[config.mk]
export PLATFORM = sky130hd
export DESIGN_NAME = dfp_fault_protect
export DESIGN_NICKNAME = d
export VERILOG_FILES = /design/src/dfp_pkg.sv /design/src/dfp_fault_protect.sv
export VERILOG_INCLUDE_DIRS = /design/src
export SDC_FILE = /design/constraint.sdc
export NUM_CORES = 1
export LEC_CHECK = 0
export BUFFER_PORTS_ARGS = -buffer_cell sky130_fd_sc_hd__buf_2
export CORE_ASPECT_RATIO = 2
export CORE_MARGIN = 4
export CORE_UTILIZATION = 60
export DETAILED_ROUTE_END_ITERATION = 10
export GPL_TIMING_DRIVEN = 0
export HOLD_SLACK_MARGIN = 0.1
export PLACE_DENSITY = 0.82
export SKIP_LAST_GASP = 1
export SLEW_MARGIN = 5
export SYNTH_ARGS = -nofsm -noshare
export SYNTH_HDL_FRONTEND = slang
export SYNTH_SLANG_ARGS = --single-unit
[constraint.sdc]
create_clock -name core_clk_in -period 5.3 [get_ports core_clk_in]
set_input_delay 0.265 -clock core_clk_in [delete_from_list [all_inputs] [get_ports core_clk_in]]
set_output_delay 0.265 -clock core_clk_in [all_outputs]
set_load 0.05 [all_outputs]
[src/dfp_consts.svh]
`ifndef DFP_CONSTS_SVH
`define DFP_CONSTS_SVH
// Oscillator rate and documented intervals
`define DFP_CLK_MHZ          100
`define DFP_PERIOD_NS        10
`define DFP_DESAT_FILT_NS    1000
`define DFP_UV_FILT_NS       700
`define DFP_UV_DRIVE_NS      8000
`define DFP_BLANK_NS         200
// Derived cycle counts (least times round up)
`define DFP_DESAT_FILT_CYC   ((`DFP_DESAT_FILT_NS + `DFP_PERIOD_NS - 1) / `DFP_PERIOD_NS)
`define DFP_UV_FILT_CYC      ((`DFP_UV_FILT_NS + `DFP_PERIOD_NS - 1) / `DFP_PERIOD_NS)
`define DFP_UV_DRIVE_CYC     ((`DFP_UV_DRIVE_NS + `DFP_PERIOD_NS - 1) / `DFP_PERIOD_NS)
`define DFP_BLANK_CYC        ((`DFP_BLANK_NS + `DFP_PERIOD_NS - 1) / `DFP_PERIOD_NS)
// Fault status bit positions
`define DFP_BIT_OC           0
`define DFP_BIT_DESAT        1
`define DFP_BIT_PHASE        2
`define DFP_BIT_UV           3
`define DFP_DEADTIME_RST     8'h05
`endif

[src/dfp_pkg.sv]
package dfp_pkg;
   // Per-phase gate sequencing states
   typedef enum logic [1:0] {
      DFP_OFF,
      DFP_DEAD_TO_HIGH,
      DFP_HIGH_ON,
      DFP_LOW_ON
   } dfp_phase_t;
   // Global operating mode
   typedef enum logic [1:0] {
      DFP_INIT,
      DFP_ENABLED,
      DFP_PROTECT
   } dfp_mode_t;
endpackage

[src/dfp_fault_protect.sv]
// Function
// - Overcurrent comparator sets flag pin and latch
// - Overcurrent latch in status, masked interrupt
// - Overcurrent interrupt holds until gone and cleared
// - High side on only after deadtime
// - Desat initiated after blanking below margin
// - Desat valid after one microsecond filter
// - Registered desat turns every driver off
// - Desat vanishing restarts filter from zero
// - Valid faults recorded in readable status
// - Masks and shutdown disables for desat/phase
// - High-side error: commanded on, node low
// - Low-side error: commanded on, node high
// - Phase errors ORed per phase and overall
// - Phase interrupt holds until gone and cleared
// - Undervoltage drives gates off eight microseconds
// - Undervoltage detection filtered 700 nanoseconds
// - Recovery: low follows, high needs init
// - High side floats until low turns off
// - Hold-off pulls gates low on conditions
// - After fault, re-init low then high
// - Clear command bits clear matching latches
// - Mask command bits enable interrupts
//
// Chosen here: strobed register access and the address map.
`timescale 1ns/1ps
`include "dfp_consts.svh"
module dfp_fault_protect #(
   parameter int UV_DRIVE_CYC = `DFP_UV_DRIVE_CYC,
   parameter int PHASES       = 3
) (
   input  wire logic              core_clk_in,
   input  wire logic              reset_n_in,
   // Register port
   input  wire logic [3:0]        addr_in,
   input  wire logic [7:0]        wdata_in,
   input  wire logic              wr_in,
   input  wire logic              rd_in,
   output logic      [7:0]        rdata_out,
   // Pins from outside the clock domain
   input  wire logic              oc_comp_in,
   input  wire logic              supply_ok_in,
   input  wire logic              gate_supply_low_in,
   input  wire logic [PHASES-1:0] high_cmd_in,
   input  wire logic [PHASES-1:0] low_cmd_in,
   input  wire logic [PHASES-1:0] desat_in,
   input  wire logic [PHASES-1:0] phase_node_in,
   // Outputs
   output logic                   overcurrent_flag_out,
   output logic                   irq_out,
   output logic      [PHASES-1:0] high_gate_out,
   output logic      [PHASES-1:0] high_gate_oe_out,
   output logic      [PHASES-1:0] low_gate_out,
   output logic      [PHASES-1:0] active_off_out
);
   ////////////////////////////////////////////////////////////////////////////////
   // Register map
   localparam logic [3:0] A_STATUS  = 4'h0;  // Fault latches, read
   localparam logic [3:0] A_MASK_A  = 4'h1;  // Interrupt mask bits [3:0]
   localparam logic [3:0] A_MASK_B  = 4'h2;  // Shutdown disables [1:0]
   localparam logic [3:0] A_CLEAR_A = 4'h3;  // Clear-latch command a
   localparam logic [3:0] A_CLEAR_B = 4'h4;  // Clear-latch command b
   localparam logic [3:0] A_DEAD    = 4'h5;  // Deadtime in cycles
   localparam logic [3:0] A_LIVE    = 4'h6;  // Live conditions and mode, read

   ////////////////////////////////////////////////////////////////////////////////
   // Input synchronisers
   localparam int NS = 3 + 4 * PHASES;
   logic [NS-1:0] sync_a;                 // First stage, read by second only
   logic [NS-1:0] sync_b;                 // Second stage, usable
   always_ff @(posedge core_clk_in or negedge reset_n_in)
   begin
      if (!reset_n_in)
      begin
         sync_a <= '0;
         sync_b <= '0;
      end
      else
      begin
         sync_a <= {oc_comp_in, supply_ok_in, gate_supply_low_in,
                    high_cmd_in, low_cmd_in, desat_in, phase_node_in};
         sync_b <= sync_a;
      end
   end
   wire              oc_s   = sync_b[NS-1];
   wire              sup_s  = sync_b[NS-2];
   wire              uvr_s  = sync_b[NS-3];
   wire [PHASES-1:0] hcmd_s = sync_b[4*PHASES-1:3*PHASES];
   wire [PHASES-1:0] lcmd_s = sync_b[3*PHASES-1:2*PHASES];
   wire [PHASES-1:0] des_s  = sync_b[2*PHASES-1:PHASES];
   wire [PHASES-1:0] node_s = sync_b[PHASES-1:0];

   ////////////////////////////////////////////////////////////////////////////////
   // Software-visible state
   logic [3:0] irq_mask;                  // Interrupt enables
   logic [1:0] sd_disable;                // [0] desat, [1] phase shutdown off
   logic [3:0] fault;                     // Sticky fault latches
   logic [7:0] deadtime;                  // Deadtime in cycles
   wire wr_mask_a  = wr_in && addr_in == A_MASK_A;
   wire wr_mask_b  = wr_in && addr_in == A_MASK_B;
   wire wr_clr_a   = wr_in && addr_in == A_CLEAR_A;
   wire wr_clr_b   = wr_in && addr_in == A_CLEAR_B;
   wire wr_dead    = wr_in && addr_in == A_DEAD;

   ////////////////////////////////////////////////////////////////////////////////
   // Undervoltage filter and active drive-off timers
   logic [9:0]  uv_filt;                  // Filter counter
   logic        uv;                       // Filtered undervoltage
   logic [15:0] uv_drive;                 // Active drive-off remaining
   wire         uv_fall = uvr_s && !uv && uv_filt == 10'(`DFP_UV_FILT_CYC - 1);
   always_ff @(posedge core_clk_in or negedge reset_n_in)
   begin
      if (!reset_n_in)
      begin
         uv_filt  <= '0;
         uv       <= 1'b0;
         uv_drive <= '0;
      end
      else
      begin
         // Count continuous low supply before acting
         if (!uvr_s)
            uv_filt <= '0;
         else if (!uv)
            uv_filt <= uv_filt + 10'h001;
         if (uv_fall)
            uv <= 1'b1;
         else if (!uvr_s)
            uv <= 1'b0;                   // Recovery is immediate
         // Active drive-off window, then weak hold-off
         if (uv_fall)
            uv_drive <= 16'(UV_DRIVE_CYC);
         else if (uv_drive != '0)
            uv_drive <= uv_drive - 16'h0001;
      end
   end

   ////////////////////////////////////////////////////////////////////////////////
   // Mode and initialisation tracking
   dfp_pkg::dfp_mode_t mode;
   logic               low_toggled;       // Low side seen toggled since init
   logic [PHASES-1:0]  lcmd_d;            // Low command, last cycle
   logic [PHASES-1:0]  hcmd_d;            // High command, last cycle
   wire  [PHASES-1:0]  low_edge  = lcmd_s ^ lcmd_d;
   wire  [PHASES-1:0]  high_edge = hcmd_s ^ hcmd_d;
   logic               desat_trip;        // Registered desat with shutdown
   logic               phase_trip;        // Phase error with shutdown
   wire  hold_off  = !sup_s || uv;
   wire  protect_e = desat_trip || phase_trip || uv;
   always_ff @(posedge core_clk_in or negedge reset_n_in)
   begin
      if (!reset_n_in)
      begin
         mode        <= dfp_pkg::DFP_INIT;
         low_toggled <= 1'b0;
         lcmd_d      <= '0;
         hcmd_d      <= '0;
      end
      else
      begin
         lcmd_d <= lcmd_s;
         hcmd_d <= hcmd_s;
         unique case (mode)
            // Low then high toggle completes initialisation
            dfp_pkg::DFP_INIT:
            begin
               if (protect_e)
                  mode <= dfp_pkg::DFP_PROTECT;
               else if (low_toggled && high_edge != '0)
                  mode <= dfp_pkg::DFP_ENABLED;
               if (low_edge != '0)
                  low_toggled <= 1'b1;
            end
            dfp_pkg::DFP_ENABLED:
               if (protect_e)
                  mode <= dfp_pkg::DFP_PROTECT;
            // Wait for the fault to clear, then demand re-init
            dfp_pkg::DFP_PROTECT:
               if (!protect_e)
               begin
                  mode        <= dfp_pkg::DFP_INIT;
                  low_toggled <= 1'b0;
               end
         endcase
      end
   end

   ////////////////////////////////////////////////////////////////////////////////
   // Per-phase deadtime, blanking, desat filter and phase checks
   dfp_pkg::dfp_phase_t pst   [PHASES];
   logic [7:0]          dcnt  [PHASES];   // Deadtime counter
   logic [7:0]          bcnt  [PHASES];   // Blanking counter
   logic [6:0]          fcnt  [PHASES];   // Desat filter counter
   logic [PHASES-1:0]   desat_valid;      // Filtered desat per phase
   logic [PHASES-1:0]   hs_err;
   logic [PHASES-1:0]   ls_err;
   logic [PHASES-1:0]   hs_armed;         // High side allowed after recovery
   wire  [PHASES-1:0]   ph_err = hs_err | ls_err;
   wire                 phase_flag = |ph_err;
   wire                 desat_flag = |desat_valid;
   for (genvar p = 0; p < PHASES; p++)
   begin : g_ph
      wire blank_done = bcnt[p] == 8'(`DFP_BLANK_CYC);
      always_ff @(posedge core_clk_in or negedge reset_n_in)
      begin
         if (!reset_n_in)
         begin
            pst[p]         <= dfp_pkg::DFP_OFF;
            dcnt[p]        <= '0;
            bcnt[p]        <= '0;
            fcnt[p]        <= '0;
            desat_valid[p] <= 1'b0;
            hs_err[p]      <= 1'b0;
            ls_err[p]      <= 1'b0;
            hs_armed[p]    <= 1'b0;
         end
         else
         begin
            // Leading edges pick the side; deadtime before high on
            unique case (pst[p])
               dfp_pkg::DFP_OFF, dfp_pkg::DFP_LOW_ON:
                  if (hcmd_s[p] && high_edge[p])
                  begin
                     pst[p]  <= dfp_pkg::DFP_DEAD_TO_HIGH;
                     dcnt[p] <= '0;
                  end
                  else if (lcmd_s[p])
                     pst[p] <= dfp_pkg::DFP_LOW_ON;
                  else
                     pst[p] <= dfp_pkg::DFP_OFF;
               dfp_pkg::DFP_DEAD_TO_HIGH:
                  if (!hcmd_s[p])
                     pst[p] <= dfp_pkg::DFP_OFF;
                  else if (dcnt[p] >= deadtime)
                     pst[p] <= dfp_pkg::DFP_HIGH_ON;
                  else
                     dcnt[p] <= dcnt[p] + 8'h01;
               dfp_pkg::DFP_HIGH_ON:
                  if (lcmd_s[p] && low_edge[p])
                     pst[p] <= dfp_pkg::DFP_LOW_ON;
                  else if (!hcmd_s[p])
                     pst[p] <= dfp_pkg::DFP_OFF;
            endcase
            // Blanking counts from the on state of either side
            if (pst[p] == dfp_pkg::DFP_HIGH_ON || pst[p] == dfp_pkg::DFP_LOW_ON)
            begin
               if (!blank_done)
                  bcnt[p] <= bcnt[p] + 8'h01;
            end
            else
               bcnt[p] <= '0;
            // Desat filter restarts when condition drops
            if (pst[p] == dfp_pkg::DFP_HIGH_ON && blank_done && des_s[p])
            begin
               if (fcnt[p] == 7'(`DFP_DESAT_FILT_CYC - 1))
                  desat_valid[p] <= 1'b1;
               else
                  fcnt[p] <= fcnt[p] + 7'h01;
            end
            else
            begin
               fcnt[p]        <= '0;
               desat_valid[p] <= 1'b0;
            end
            // Phase node checks after blanking, the high side after deadtime plus blanking
            hs_err[p] <= pst[p] == dfp_pkg::DFP_HIGH_ON && blank_done && !node_s[p];
            ls_err[p] <= pst[p] == dfp_pkg::DFP_LOW_ON && blank_done && node_s[p];
            // High side floats until its low side turns off
            if (uv)
               hs_armed[p] <= 1'b0;
            else if (!lcmd_s[p] && low_edge[p])
               hs_armed[p] <= 1'b1;
         end
      end
   end

   ////////////////////////////////////////////////////////////////////////////////
   // Fault latches, masks and configuration
   always_ff @(posedge core_clk_in or negedge reset_n_in)
   begin
      if (!reset_n_in)
      begin
         fault      <= '0;
         irq_mask   <= '0;
         sd_disable <= '0;
         deadtime   <= `DFP_DEADTIME_RST;
         desat_trip <= 1'b0;
         phase_trip <= 1'b0;
      end
      else
      begin
         // Clear command a or b clears, a present fault sets again
         if (wr_clr_a)
            fault <= fault & ~wdata_in[3:0];
         if (wr_clr_b)
            fault <= fault & ~wdata_in[3:0];
         if (oc_s)
            fault[`DFP_BIT_OC] <= 1'b1;
         if (desat_flag)
            fault[`DFP_BIT_DESAT] <= 1'b1;
         if (phase_flag)
            fault[`DFP_BIT_PHASE] <= 1'b1;
         if (uv)
            fault[`DFP_BIT_UV] <= 1'b1;
         if (wr_mask_a)
            irq_mask <= wdata_in[3:0];
         if (wr_mask_b)
            sd_disable <= wdata_in[1:0];
         if (wr_dead)
            deadtime <= wdata_in;
         // Shutdown trips hold until the condition is gone
         desat_trip <= desat_flag && !sd_disable[0] ||
                       desat_trip && desat_flag;
         phase_trip <= phase_flag && !sd_disable[1] ||
                       phase_trip && phase_flag;
      end
   end

   ////////////////////////////////////////////////////////////////////////////////
   // Gate drive outputs and readback
   wire run     = mode != dfp_pkg::DFP_PROTECT && !protect_e && !hold_off;
   wire [PHASES-1:0] next_low;
   wire [PHASES-1:0] next_high;
   // Low follows input on recovery, high needs init
   assign next_low  = run ? lcmd_s & low_allow() : '0;
   assign next_high = (run && mode == dfp_pkg::DFP_ENABLED) ? high_on_vec() : '0;
   // Low side held off while its high side waits out deadtime or conducts
   function automatic logic [PHASES-1:0] low_allow();
      logic [PHASES-1:0] v;
      v = '0;
      for (int i = 0; i < PHASES; i++)
         v[i] = pst[i] != dfp_pkg::DFP_DEAD_TO_HIGH && pst[i] != dfp_pkg::DFP_HIGH_ON;
      return v;
   endfunction
   function automatic logic [PHASES-1:0] high_on_vec();
      logic [PHASES-1:0] v;
      v = '0;
      for (int i = 0; i < PHASES; i++)
         v[i] = pst[i] == dfp_pkg::DFP_HIGH_ON && hs_armed[i];
      return v;
   endfunction
   wire [7:0] next_rdata =
      addr_in == A_STATUS ? {4'h0, fault} :
      addr_in == A_MASK_A ? {4'h0, irq_mask} :
      addr_in == A_MASK_B ? {6'h00, sd_disable} :
      addr_in == A_DEAD   ? deadtime :
      addr_in == A_LIVE   ? {mode, hold_off, uv, oc_s, phase_flag, desat_flag, 1'b0} :
      8'h00;
   always_ff @(posedge core_clk_in or negedge reset_n_in)
   begin
      if (!reset_n_in)
      begin
         low_gate_out         <= '0;
         high_gate_out        <= '0;
         high_gate_oe_out     <= '0;
         active_off_out       <= '0;
         overcurrent_flag_out <= 1'b0;
         irq_out              <= 1'b0;
         rdata_out            <= '0;
      end
      else
      begin
         low_gate_out     <= next_low;
         high_gate_out    <= next_high;
         high_gate_oe_out <= hs_armed & {PHASES{!(hold_off && uv_drive == '0)}};
         // Strong drive-off in the timed window or while a shutdown trip holds, weak hold-off after
         active_off_out   <= {PHASES{uv_drive != '0 || desat_trip || phase_trip}};
         overcurrent_flag_out <= oc_s;
         irq_out <= |(fault & irq_mask);
         rdata_out <= rd_in ? next_rdata : 8'h00;
      end
   end
endmodule // dfp_fault_protect

==> results.txt, run 1 <==
Outcome -> finished, final reports clean
Clock sinks -> 193
Worst VDD drop -> 204 uV
YS warnings -> 0
First-pass GRT wire length -> 34700 um
DR DRC count -> 0
Worst Hold Launch -> wdata_in[2]
Hold Fails Final Rpt -> 0
CP top delay family -> compound AO/OA/AOI/OAI gates
Nets@finish -> 1089
Gpl congestion -> 0.880
Largest area contributor in the netlist -> dfrtp_1
Slowest stage delay, CP -> 0.61 ns
Critical path fanouts, max -> 10
Initial DRC count -> 344
Vias in the first global route -> 7349
Number of cells on the critical path -> 7
Clock-pin slew on the worst setup and hold paths -> 0.08 ns
Starting Density -> 0.614
Cts repair resizes -> 0
Fin. max-slew vios -> 0
R2R cell count -> 7
Synthesized flop and latch total -> 193
CTS tree -> built
H-tree depth -> 4
Die width -> 97.0 um
Routed Antenna Nets -> 0
Critical path type -> reg2reg
Crit path DAT -> 2.96 ns
Share of layout cells above drive strength 1 -> 0.126
Core Rows -> 64
Post-route cell area -> 10800 sq um
Hpwl dp -> 14200 um
Die area -> 18000 sq um
IO Port Bufs -> 51
Min Tclk post-route -> 2.64 ns
Hold worst-path end -> irq_mask[2]
Gr ovfl total -> 0
CTS Buf Count -> 17
Post-synth EDFFs -> 0
Synth top area share -> 0.503
Mapped Area -> 9490 sq um
Worst skew pair latency -> 0.44 ns
Largest net degree at the start of global routing -> 107
Via count -> 7050
FF-to-FF setup slack -> 2.66 ns
RR Startpoint -> deadtime[0]
GR Util met1 -> 0.264
Syn Nets -> 997
Max_slew headroom -> 0.407
Fin crit share -> 0.497
CP Cell Sequence -> ha_1 -> nand2b_1 -> a2111oi_2 -> o31ai_1 -> clkbuf_1 -> o211a_1 -> a211o_1
Met2 Use GR -> 0.427
P per Cell Area -> 366 nW/um^2
Critical Path RT -> 5.62 ns
Placed cells -> 1155
Count of different cell masters after synthesis -> 74
Worst-margin pin slew -> 0.882 ns
Diode count -> 0
Hold path depth -> 2
Gr usage total -> 0.238
Initial antenna violation count -> 0
# Max-Cap Violations -> 0
Async SR Flop Fraction -> 1.00
Syn Inst Count -> 905
RSZ-0062 raised after global routing -> no
LEAKAGE -> 5.15 nW
Worst Path Buf+Inv -> 1
RR Endpoint -> dcnt[15]
Seq/Total Area, Yosys -> 0.509
Final WL -> 20300 um
Dpl cell area -> 10000 sq um
Final Skew -> 0.0118 ns
Max Clk Rate -> 379 MHz
Ys flop type -> dfrtp_1
Slowest stage cell, crit path -> dfstp_2
Final setup violation count -> 0
Wire per inst -> 16.8 um
Die height -> 186 um
CTS Root Cell -> clkbuf_16
Gr busiest metal -> met2
Hold Path Class -> in2reg
Vias per cell -> 5.84
Synth Area per Inst -> 10.5 sq um
Post-CTS Setup Repair Bufs -> 0
Setup_tns -> 0 ns
Total power -> 3.95 mW
Clock buffer depth -> 2
Pre-CTS setup slack -> 2.66 ns
Worst setup EP type -> flop
Final WS setup -> 2.66 ns
Area grow syn2layout -> 13.7%
Finished Layout Cells -> 1207
Initial DRT Pass Iterations -> 6
Startpoint types -> flop
Met3 Usage GRT -> 0.0390
Top post-synthesis cells by area -> dfrtp_1, ha_1, nor2_1
I/O Pins -> 53
Core area -> 15500 sq um
==> cell families (layout without fill, tap and decap cells) <==
| family | Yosys count | after routing | share of synthesized area |
|---|---|---|---|
| multiplexers | 32 | 32 | 0.0362 |
| buffers and inverters | 62 | 166 | 0.0256 |
| AO/OA/AOI/OAI | 144 | 144 | 0.106 |
| adder cells (fa/ha/maj) | 61 | 61 | 0.0804 |
| flip-flops | 193 | 193 | 0.509 |
| AND/OR/NAND/NOR | 368 | 368 | 0.201 |
| XOR/XNOR | 45 | 45 | 0.0415 |
==> power by group <==
group          switching, mW  internal (mW)  total, mW
clock network          0.601          0.614       1.21
registers              0.117           1.60       1.72
logic                  0.648          0.370       1.02
total                   1.37           2.58       3.95
==> final cells by class <==
class                           instances  area, sq um
Fill cell                            1145         4660
Timing Repair Buffer                   73          503
Clock buffer                           17          425
Sequential cell                       193         4830
Multi-Input combinational cell        650         4420
Clock inverter                         14          124
Inverter                               43          161
Tap cell                              198          248
Buffer                                 19         81.3
==> worst register-to-register path: cells and delay by family (launching register included) <==
family,cells,cell delay (ns)
buf+inv,1,0.26
compound gates,4,1.24
fa+ha+maj,1,0.24
flops,1,0.61
simple gates,1,0.16
==> cell usage in the layout (no fill, tap or decap), types with 4 or more instances in the layout <==
cell type,Yosys,final
mux2_2,19,19
inv_6,0,4
a31o_2,4,4
nor4_1,8,8
or3_1,12,12
nor3_1,20,20
nor3b_1,8,8
a31oi_1,4,4
nand2b_1,11,11
dlygate4sd3_1,0,21
dfrtp_1,191,191
and2_1,12,12
a21o_1,11,11
a221o_1,7,7
inv_1,43,43
nand3_1,37,37
a21oi_1,40,40
and3_1,27,27
o21ai_0,20,20
mux2i_1,13,13
nand2_1,78,78
xnor2_1,26,26
nor2b_1,16,16
a211o_1,5,5
clkbuf_16,0,17
nand3b_1,6,6
nand4_1,8,8
buf_2,2,52
a22oi_1,10,10
clkbuf_1,15,15
o211ai_1,5,5
o21a_1,4,4
nor2_1,97,97
ha_1,61,61
xor2_1,19,19
==> cells in the mapped netlist, drive strengths merged (5+ instances only) <==
library cell	count
and3	27
o211ai	5
o21ai	22
nor3b	8
nor2	97
or3	12
a211o	5
inv	43
a21oi	41
nand2	79
a221o	7
mux2	19
ha	61
dfrtp	191
nand3b	6
nand2b	11
xnor2	26
a22oi	10
mux2i	13
xor2	19
clkbuf	15
nand3	39
nand4	8
nor2b	16
nor3	23
nor4	10
a21o	11
and2	12
==> layer usage <==
layer | part of all wire | vias up
met5 | 0 | -
met4 | 0.049 | 0
met3 | 0.030 | 70
met2 | 0.54 | 156
met1 | 0.38 | 3451
li1 | - | 3373
==> through the flow <==
stage | hold WS, ns | utilization
CTS | 0.101 | 0.698
global route | 0.104 | 0.698
floorplan | -0.0306 | -
detailed placement | 0.312 | 0.649
global placement | 0.332 | 0.647
finish | 0.113 | 0.698
==> worst max-delay path by stage <==
stage / endpoint / slack, ns / startpoint
5_1_grt: dcnt[15] / 2.53 / deadtime[0]
2_1_floorplan: dcnt[21] / 2.99 / deadtime[0]
4_1_cts: dcnt[15] / 2.66 / deadtime[0]
3_3_place_gp: fcnt[18] / 0.91 / reset_n_in
3_5_place_dp: dcnt[11] / 2.66 / deadtime[5]
6_report: dcnt[15] / 2.66 / deadtime[0]
==> timing repair <==
action,4_1_cts,5_1_grt
setup endpoints to repair,0,0
hold endpoints to repair,106,0
hold buffers,21,0
==> registers in the layout (all words and copies together) (netlist names), 3 cells and up <==
| signal | cells |
|---|---|
| bcnt | 24 |
| dcnt | 24 |
| deadtime | 8 |
| desat_valid | 3 |
| fault | 4 |
| fcnt | 21 |
| hcmd_d | 3 |
| high_gate_oe_out | 3 |
| high_gate_out | 3 |
| hs_armed | 3 |
| hs_err | 3 |
| irq_mask | 4 |
| lcmd_d | 3 |
| low_gate_out | 3 |
| ls_err | 3 |
| pst | 6 |
| rdata_out | 8 |
| sync_a | 15 |
| sync_b | 15 |
| uv_drive | 16 |
| uv_filt | 10 |
No activity file was read; power rests on OpenSTA's default activity.
==> inputs of run 2 (changes only) <==
Clock period 5.3 ns to 2.54 ns, I/O delays scaled along.
==> run 2 against run 1 <==
Compared with the run above:
- core utilization is 0.81 points higher
- critical path depth is 1 higher
- maximum frequency is 6.9% higher
- first-iteration DRC count is 9.3% lower
- critical endpoint unchanged
- largest cell class unchanged
- largest power group unchanged
==> results.txt, run 2 (synthesized netlist as in run 1, its figures left out) <==
Die area -> 18000 sq um
Worst VDD drop -> 427 uV
Share of layout cells above drive strength 1 -> 0.134
Clock-pin slew on the worst setup and hold paths -> 0.08 ns
Fin. max-slew vios -> 0
FF+latch area -> 4830 sq um
CTS Buf Count -> 17
Die height -> 186 um
Vias in the first global route -> 7384
Die width -> 97.0 um
Final WL -> 20600 um
Diode count -> 0
Hold Fails Final Rpt -> 0
CTS Root Cell -> clkbuf_16
Core area -> 15500 sq um
Worst hold slack -> 0.116 ns
RR Startpoint -> deadtime[7]
Hold Path Class -> in2reg
Initial DRT Pass Iterations -> 7
P per Cell Area -> 762 nW/um^2
Max Clk Rate -> 406 MHz
Fillers -> 1124
Critical Path RT -> 2.86 ns
Clock sinks -> 193
Min Tclk post-route -> 2.47 ns
Gr usage total -> 0.240
Initial antenna violation count -> 0
Crit path DAT -> 2.79 ns
Outcome -> finished, final reports clean
Nets@finish -> 1097
Largest net degree at the start of global routing -> 107
Crit path launch -> deadtime[7]
Multi-input logic area -> 4460 sq um
Wire per inst -> 16.9 um
Worst-margin pin slew -> 0.858 ns
Worst skew pair latency -> 0.44 ns
Max_slew headroom -> 0.423
Via count -> 7069
Worst setup EP type -> flop
Fin crit share -> 0.971
Worst Hold Launch -> addr_in[3]
I/O Pins -> 53
Gr ovfl total -> 0
Hpwl dp -> 14200 um
Gpl congestion -> 0.880
Biggest regs -> bcnt (24), dcnt (24), fcnt (21)
Final Skew -> 0.0115 ns
LEAKAGE -> 5.20 nW
Final core utilization -> 0.707
H-tree depth -> 4
Clock buffer depth -> 2
CTS tree -> built
Startpoint types -> flop
Vias per cell -> 5.82
Starting Density -> 0.614
# Max-Cap Violations -> 0
Most frequent cells in the layout -> dfrtp_1, nor2_1, nand2_1
First-pass GRT wire length -> 35000 um
Area grow syn2layout -> 15.0%
IO Port Bufs -> 51
Critical path fanouts, max -> 10
Core Rows -> 64
Routed Antenna Nets -> 0
Critical path type -> reg2reg
Most common cell after layout, fill and taps aside -> dfrtp_1
DR DRC count -> 0
Initial DRC count -> 312
Final setup violation count -> 0
==> run 2: repair_timing <==
item | in CTS | in global routing
hold buffers | 25 | 0
resized for setup | 5 | 4
endpoints found under the hold margin | 126 | 0
setup endpoints to repair | 11 | 13
pin swaps | 0 | 2
buffers inserted | 0 | 4
==> run 2: final timing paths <==
check / end / slack, ns / depth (start not counted)
worst max register to register: dcnt[15] / 0.07 / 8
worst max-delay path: dcnt[15] / 0.07 / 8
worst min register to register: sync_b[8] / 0.35 / 0
max in group asynchronous: dcnt[23] / 1.33 / 3
min in group asynchronous: sync_b[12] / 0.28 / 2
worst min-delay path: rdata_out[0] / 0.12 / 3
==> run 2: layer usage <==
layer,up-vias,GRT usage,wire [um]
met5,-,0,0
met4,0,0.142,1000
met3,75,0.0386,588
met2,150,0.435,11200
met1,3445,0.264,7770
li1,3399,-,-
==> run 2: power breakdown <==
part	total [mW]	leakage, nW	switching, mW	internal [mW]
combinational	2.21	2.42	1.40	0.815
sequential	3.58	2.52	0.245	3.33
clock	2.53	0.263	1.25	1.28
==> run 2: worst max-delay path, cell delays in order (launching register included) <==
cell      delay [ns]
dfrtp_1         0.40
inv_1           0.18
ha_1            0.30
and2_1          0.20
a221oi_2        0.35
o31ai_2         0.19
clkbuf_2        0.23
o211a_1         0.25
a211o_1         0.26
==> run 2: final cells by class <==
| type | count | area share |
|---|---|---|
| Buffer | 19 | 0.00779 |
| Clock buffer | 17 | 0.0390 |
| Clock inverter | 14 | 0.0113 |
| Inverter | 43 | 0.0148 |
| Multi-Input combinational cell | 650 | 0.408 |
| Sequential cell | 193 | 0.443 |
| Tap cell | 198 | 0.0227 |
| Timing Repair Buffer | 81 | 0.0536 |
==> run 2: metrics by stage <==
step / cell area [sq um] / setup slack [ns] / setup TNS (ns) / total power, mW / instances
final: 10900 / 0.0746 / 0 / 8.33 / 1215
after global routing: 10900 / -0.0351 / -0.0577 / 8.78 / 1215
after CTS: 10900 / 0.00914 / 0 / 8.32 / 1211
after detailed placement: 10000 / -0.0980 / -0.391 / 5.71 / 1155
after global placement: 10000 / -1.71 / -323.88 / 5.62 / 1154
after floorplan: 9490 / 0.230 / 0 / 5.07 / 905
==> inputs of run 3 (changes only) <==
Settings changed: CORE_UTILIZATION 60 to 61, PLACE_DENSITY 0.82 to 0.83, SLEW_MARGIN 5 to default.
==> run 3 against run 2 <==
Compared with the run above:
- worst setup slack worse by 0.0066 ns
- global-route usage rose by 1.6 points
- flip-flop and latch count is the same
- count of clock-buffer cells in the layout unchanged
- clock power up 11%
- combinational power about the same
- sequential power about the same
- sequential share of layout area is 0.34 points lower
- non-clock buffer count decreased by 2
- largest cell class unchanged
- largest power group unchanged
==> results.txt, run 3 (synthesized netlist as in run 1, its figures left out) <==
Gr usage total -> 0.256
P per Cell Area -> 785 nW/um^2
Final WL -> 21100 um
CTS Root Cell -> clkbuf_16
Die width -> 96.2 um
Critical Path RT -> 2.87 ns
Outcome -> finished, final reports clean
Final setup violation count -> 0
First-pass GRT wire length -> 35300 um
Wire per inst -> 17.4 um
Startpoint types -> flop
Clock-pin slew on the worst setup and hold paths -> 0.08 ns
Max_slew headroom -> 0.463
Clock power share -> 0.326
Dpl cell area -> 10000 sq um
Worst setup EP type -> flop
Largest net degree at the start of global routing -> 114
Core area -> 15300 sq um
Finished Layout Cells -> 1214
Nets@finish -> 1095
Initial antenna violation count -> 0
Via count -> 7275
Most frequent cells in the layout -> dfrtp_1, nor2_1, nand2_1
CTS Buf Count -> 17
Die height -> 184 um
Hpwl dp -> 14500 um
Clock sinks -> 193
Routed Antenna Nets -> 0
LEAKAGE -> 5.24 nW
Crit path DAT -> 2.80 ns
Fillers -> 1088
Sequential power share -> 0.416
Area grow syn2layout -> 15.9%
Hold Fails Final Rpt -> 0
Gr ovfl total -> 0
Initial DRT Pass Iterations -> 7
Min Tclk post-route -> 2.47 ns
Switching Power -> 3.12 mW
Vias in the first global route -> 7666
Placed cells -> 1155
Worst-margin pin slew -> 0.803 ns
Critical path fanouts, max -> 10
Critical path type -> reg2reg
Vias per cell -> 5.99
Final Skew -> 0.00936 ns
# Max-Cap Violations -> 0
H-tree depth -> 4
Worst Hold Launch -> wr_in
Clock buffer depth -> 2
Fin crit share -> 0.973
Biggest regs -> bcnt (24), dcnt (24), fcnt (21)
Max Clk Rate -> 405 MHz
Worst VDD drop -> 488 uV
Gpl congestion -> 0.900
Hold Path Class -> in2reg
Starting Density -> 0.621
CTS tree -> built
Share of layout cells above drive strength 1 -> 0.132
Comb power frac -> 0.258
Post-route cell area -> 11000 sq um
Net Sw Frac -> 0.361
Worst skew pair latency -> 0.45 ns
Fin. max-slew vios -> 0
Initial DRC count -> 378
Post-CTS Setup Repair Bufs -> 0
Die area -> 17700 sq um
I/O Pins -> 53
Pint -> 5.52 mW
Diode count -> 0
Crit path launch -> deadtime[0]
DR DRC count -> 0
Core Rows -> 64
Most common cell after layout, fill and taps aside -> dfrtp_1
IO Port Bufs -> 51
RR Startpoint -> deadtime[0]
==> run 3: cell count changes in the layout (fill, tap and decap cells not counted), sizes merged <==
cell / change
buf: -4
clkinv: +1
clkinvlp: -2
dlygate4sd3: +2
inv: +2
==> run 3: metrics by stage <==
step	hold WS, ns	setup TNS (ns)	setup WS [ns]	util	power (mW)
after floorplan	-0.169	0	0.230	-	5.07
after global placement	0.234	-331.61	-1.74	0.654	5.60
after detailed placement	0.144	-0.305	-0.0599	0.656	5.70
after CTS	0.115	0	0.0109	0.718	8.58
after global routing	0.129	-0.000935	-0.000935	0.719	9.06
final	0.135	0	0.0680	0.719	8.63
==> run 3: path summary, 6_finish.rpt <==
path                                 end  slack, ns  cells past startpoint
setup reg to reg                dcnt[11]       0.07                      7
hold reg to reg               sync_b[12]       0.35                      0
min in group asynchronous    uv_drive[7]       0.22                      2
setup / recovery                dcnt[11]       0.07                      7
hold / removal             sd_disable[1]       0.14                      3
max in group asynchronous       dcnt[23]       1.36                      3
==> run 3: repair_timing <==
item	CTS	global route
gates resized for setup	5	8
endpoints found under the hold margin	121	0
hold buffers	27	0
pin swaps	0	2
setup endpoints to repair	12	16
==> run 3: area by class of cell <==
type | count | area, sq um | share of cell area
Buffer | 19 | 88.8 | 0.00807
Clock buffer | 17 | 425 | 0.0387
Clock inverter | 15 | 214 | 0.0194
Inverter | 43 | 161 | 0.0147
Multi-Input combinational cell | 650 | 4470 | 0.406
Sequential cell | 193 | 4830 | 0.439
Tap cell | 198 | 248 | 0.0225
Timing Repair Buffer | 79 | 563 | 0.0512
==> run 3: power by group through the flow <==
| stage | clock, mW | sequential [mW] | combinational [mW] |
|---|---|---|---|
| after floorplan | 0 | 3.67 | 1.40 |
| after global placement | 0 | 3.62 | 1.99 |
| after detailed placement | 0 | 3.63 | 2.07 |
| after CTS | 2.84 | 3.58 | 2.17 |
| after global routing | 2.98 | 3.62 | 2.46 |
| final | 2.81 | 3.59 | 2.23 |
==> run 3: worst max-delay path: stages (launching register included) <==
cell       delay [ns]
dfstp_2          0.62
ha_1             0.25
nand2b_1         0.20
a2111oi_4        0.42
o31ai_2          0.16
clkbuf_2         0.22
o211a_1          0.24
a221o_1          0.25
==> run 3: layer usage <==
metal  global-route usage  up-vias  routed length (um)
li1                     -     3391                   -
met3               0.0433       84                 662
met5                    0        -                   0
met1                0.272     3611                7580
met4                0.162        0                1100
met2                0.455      189               11700
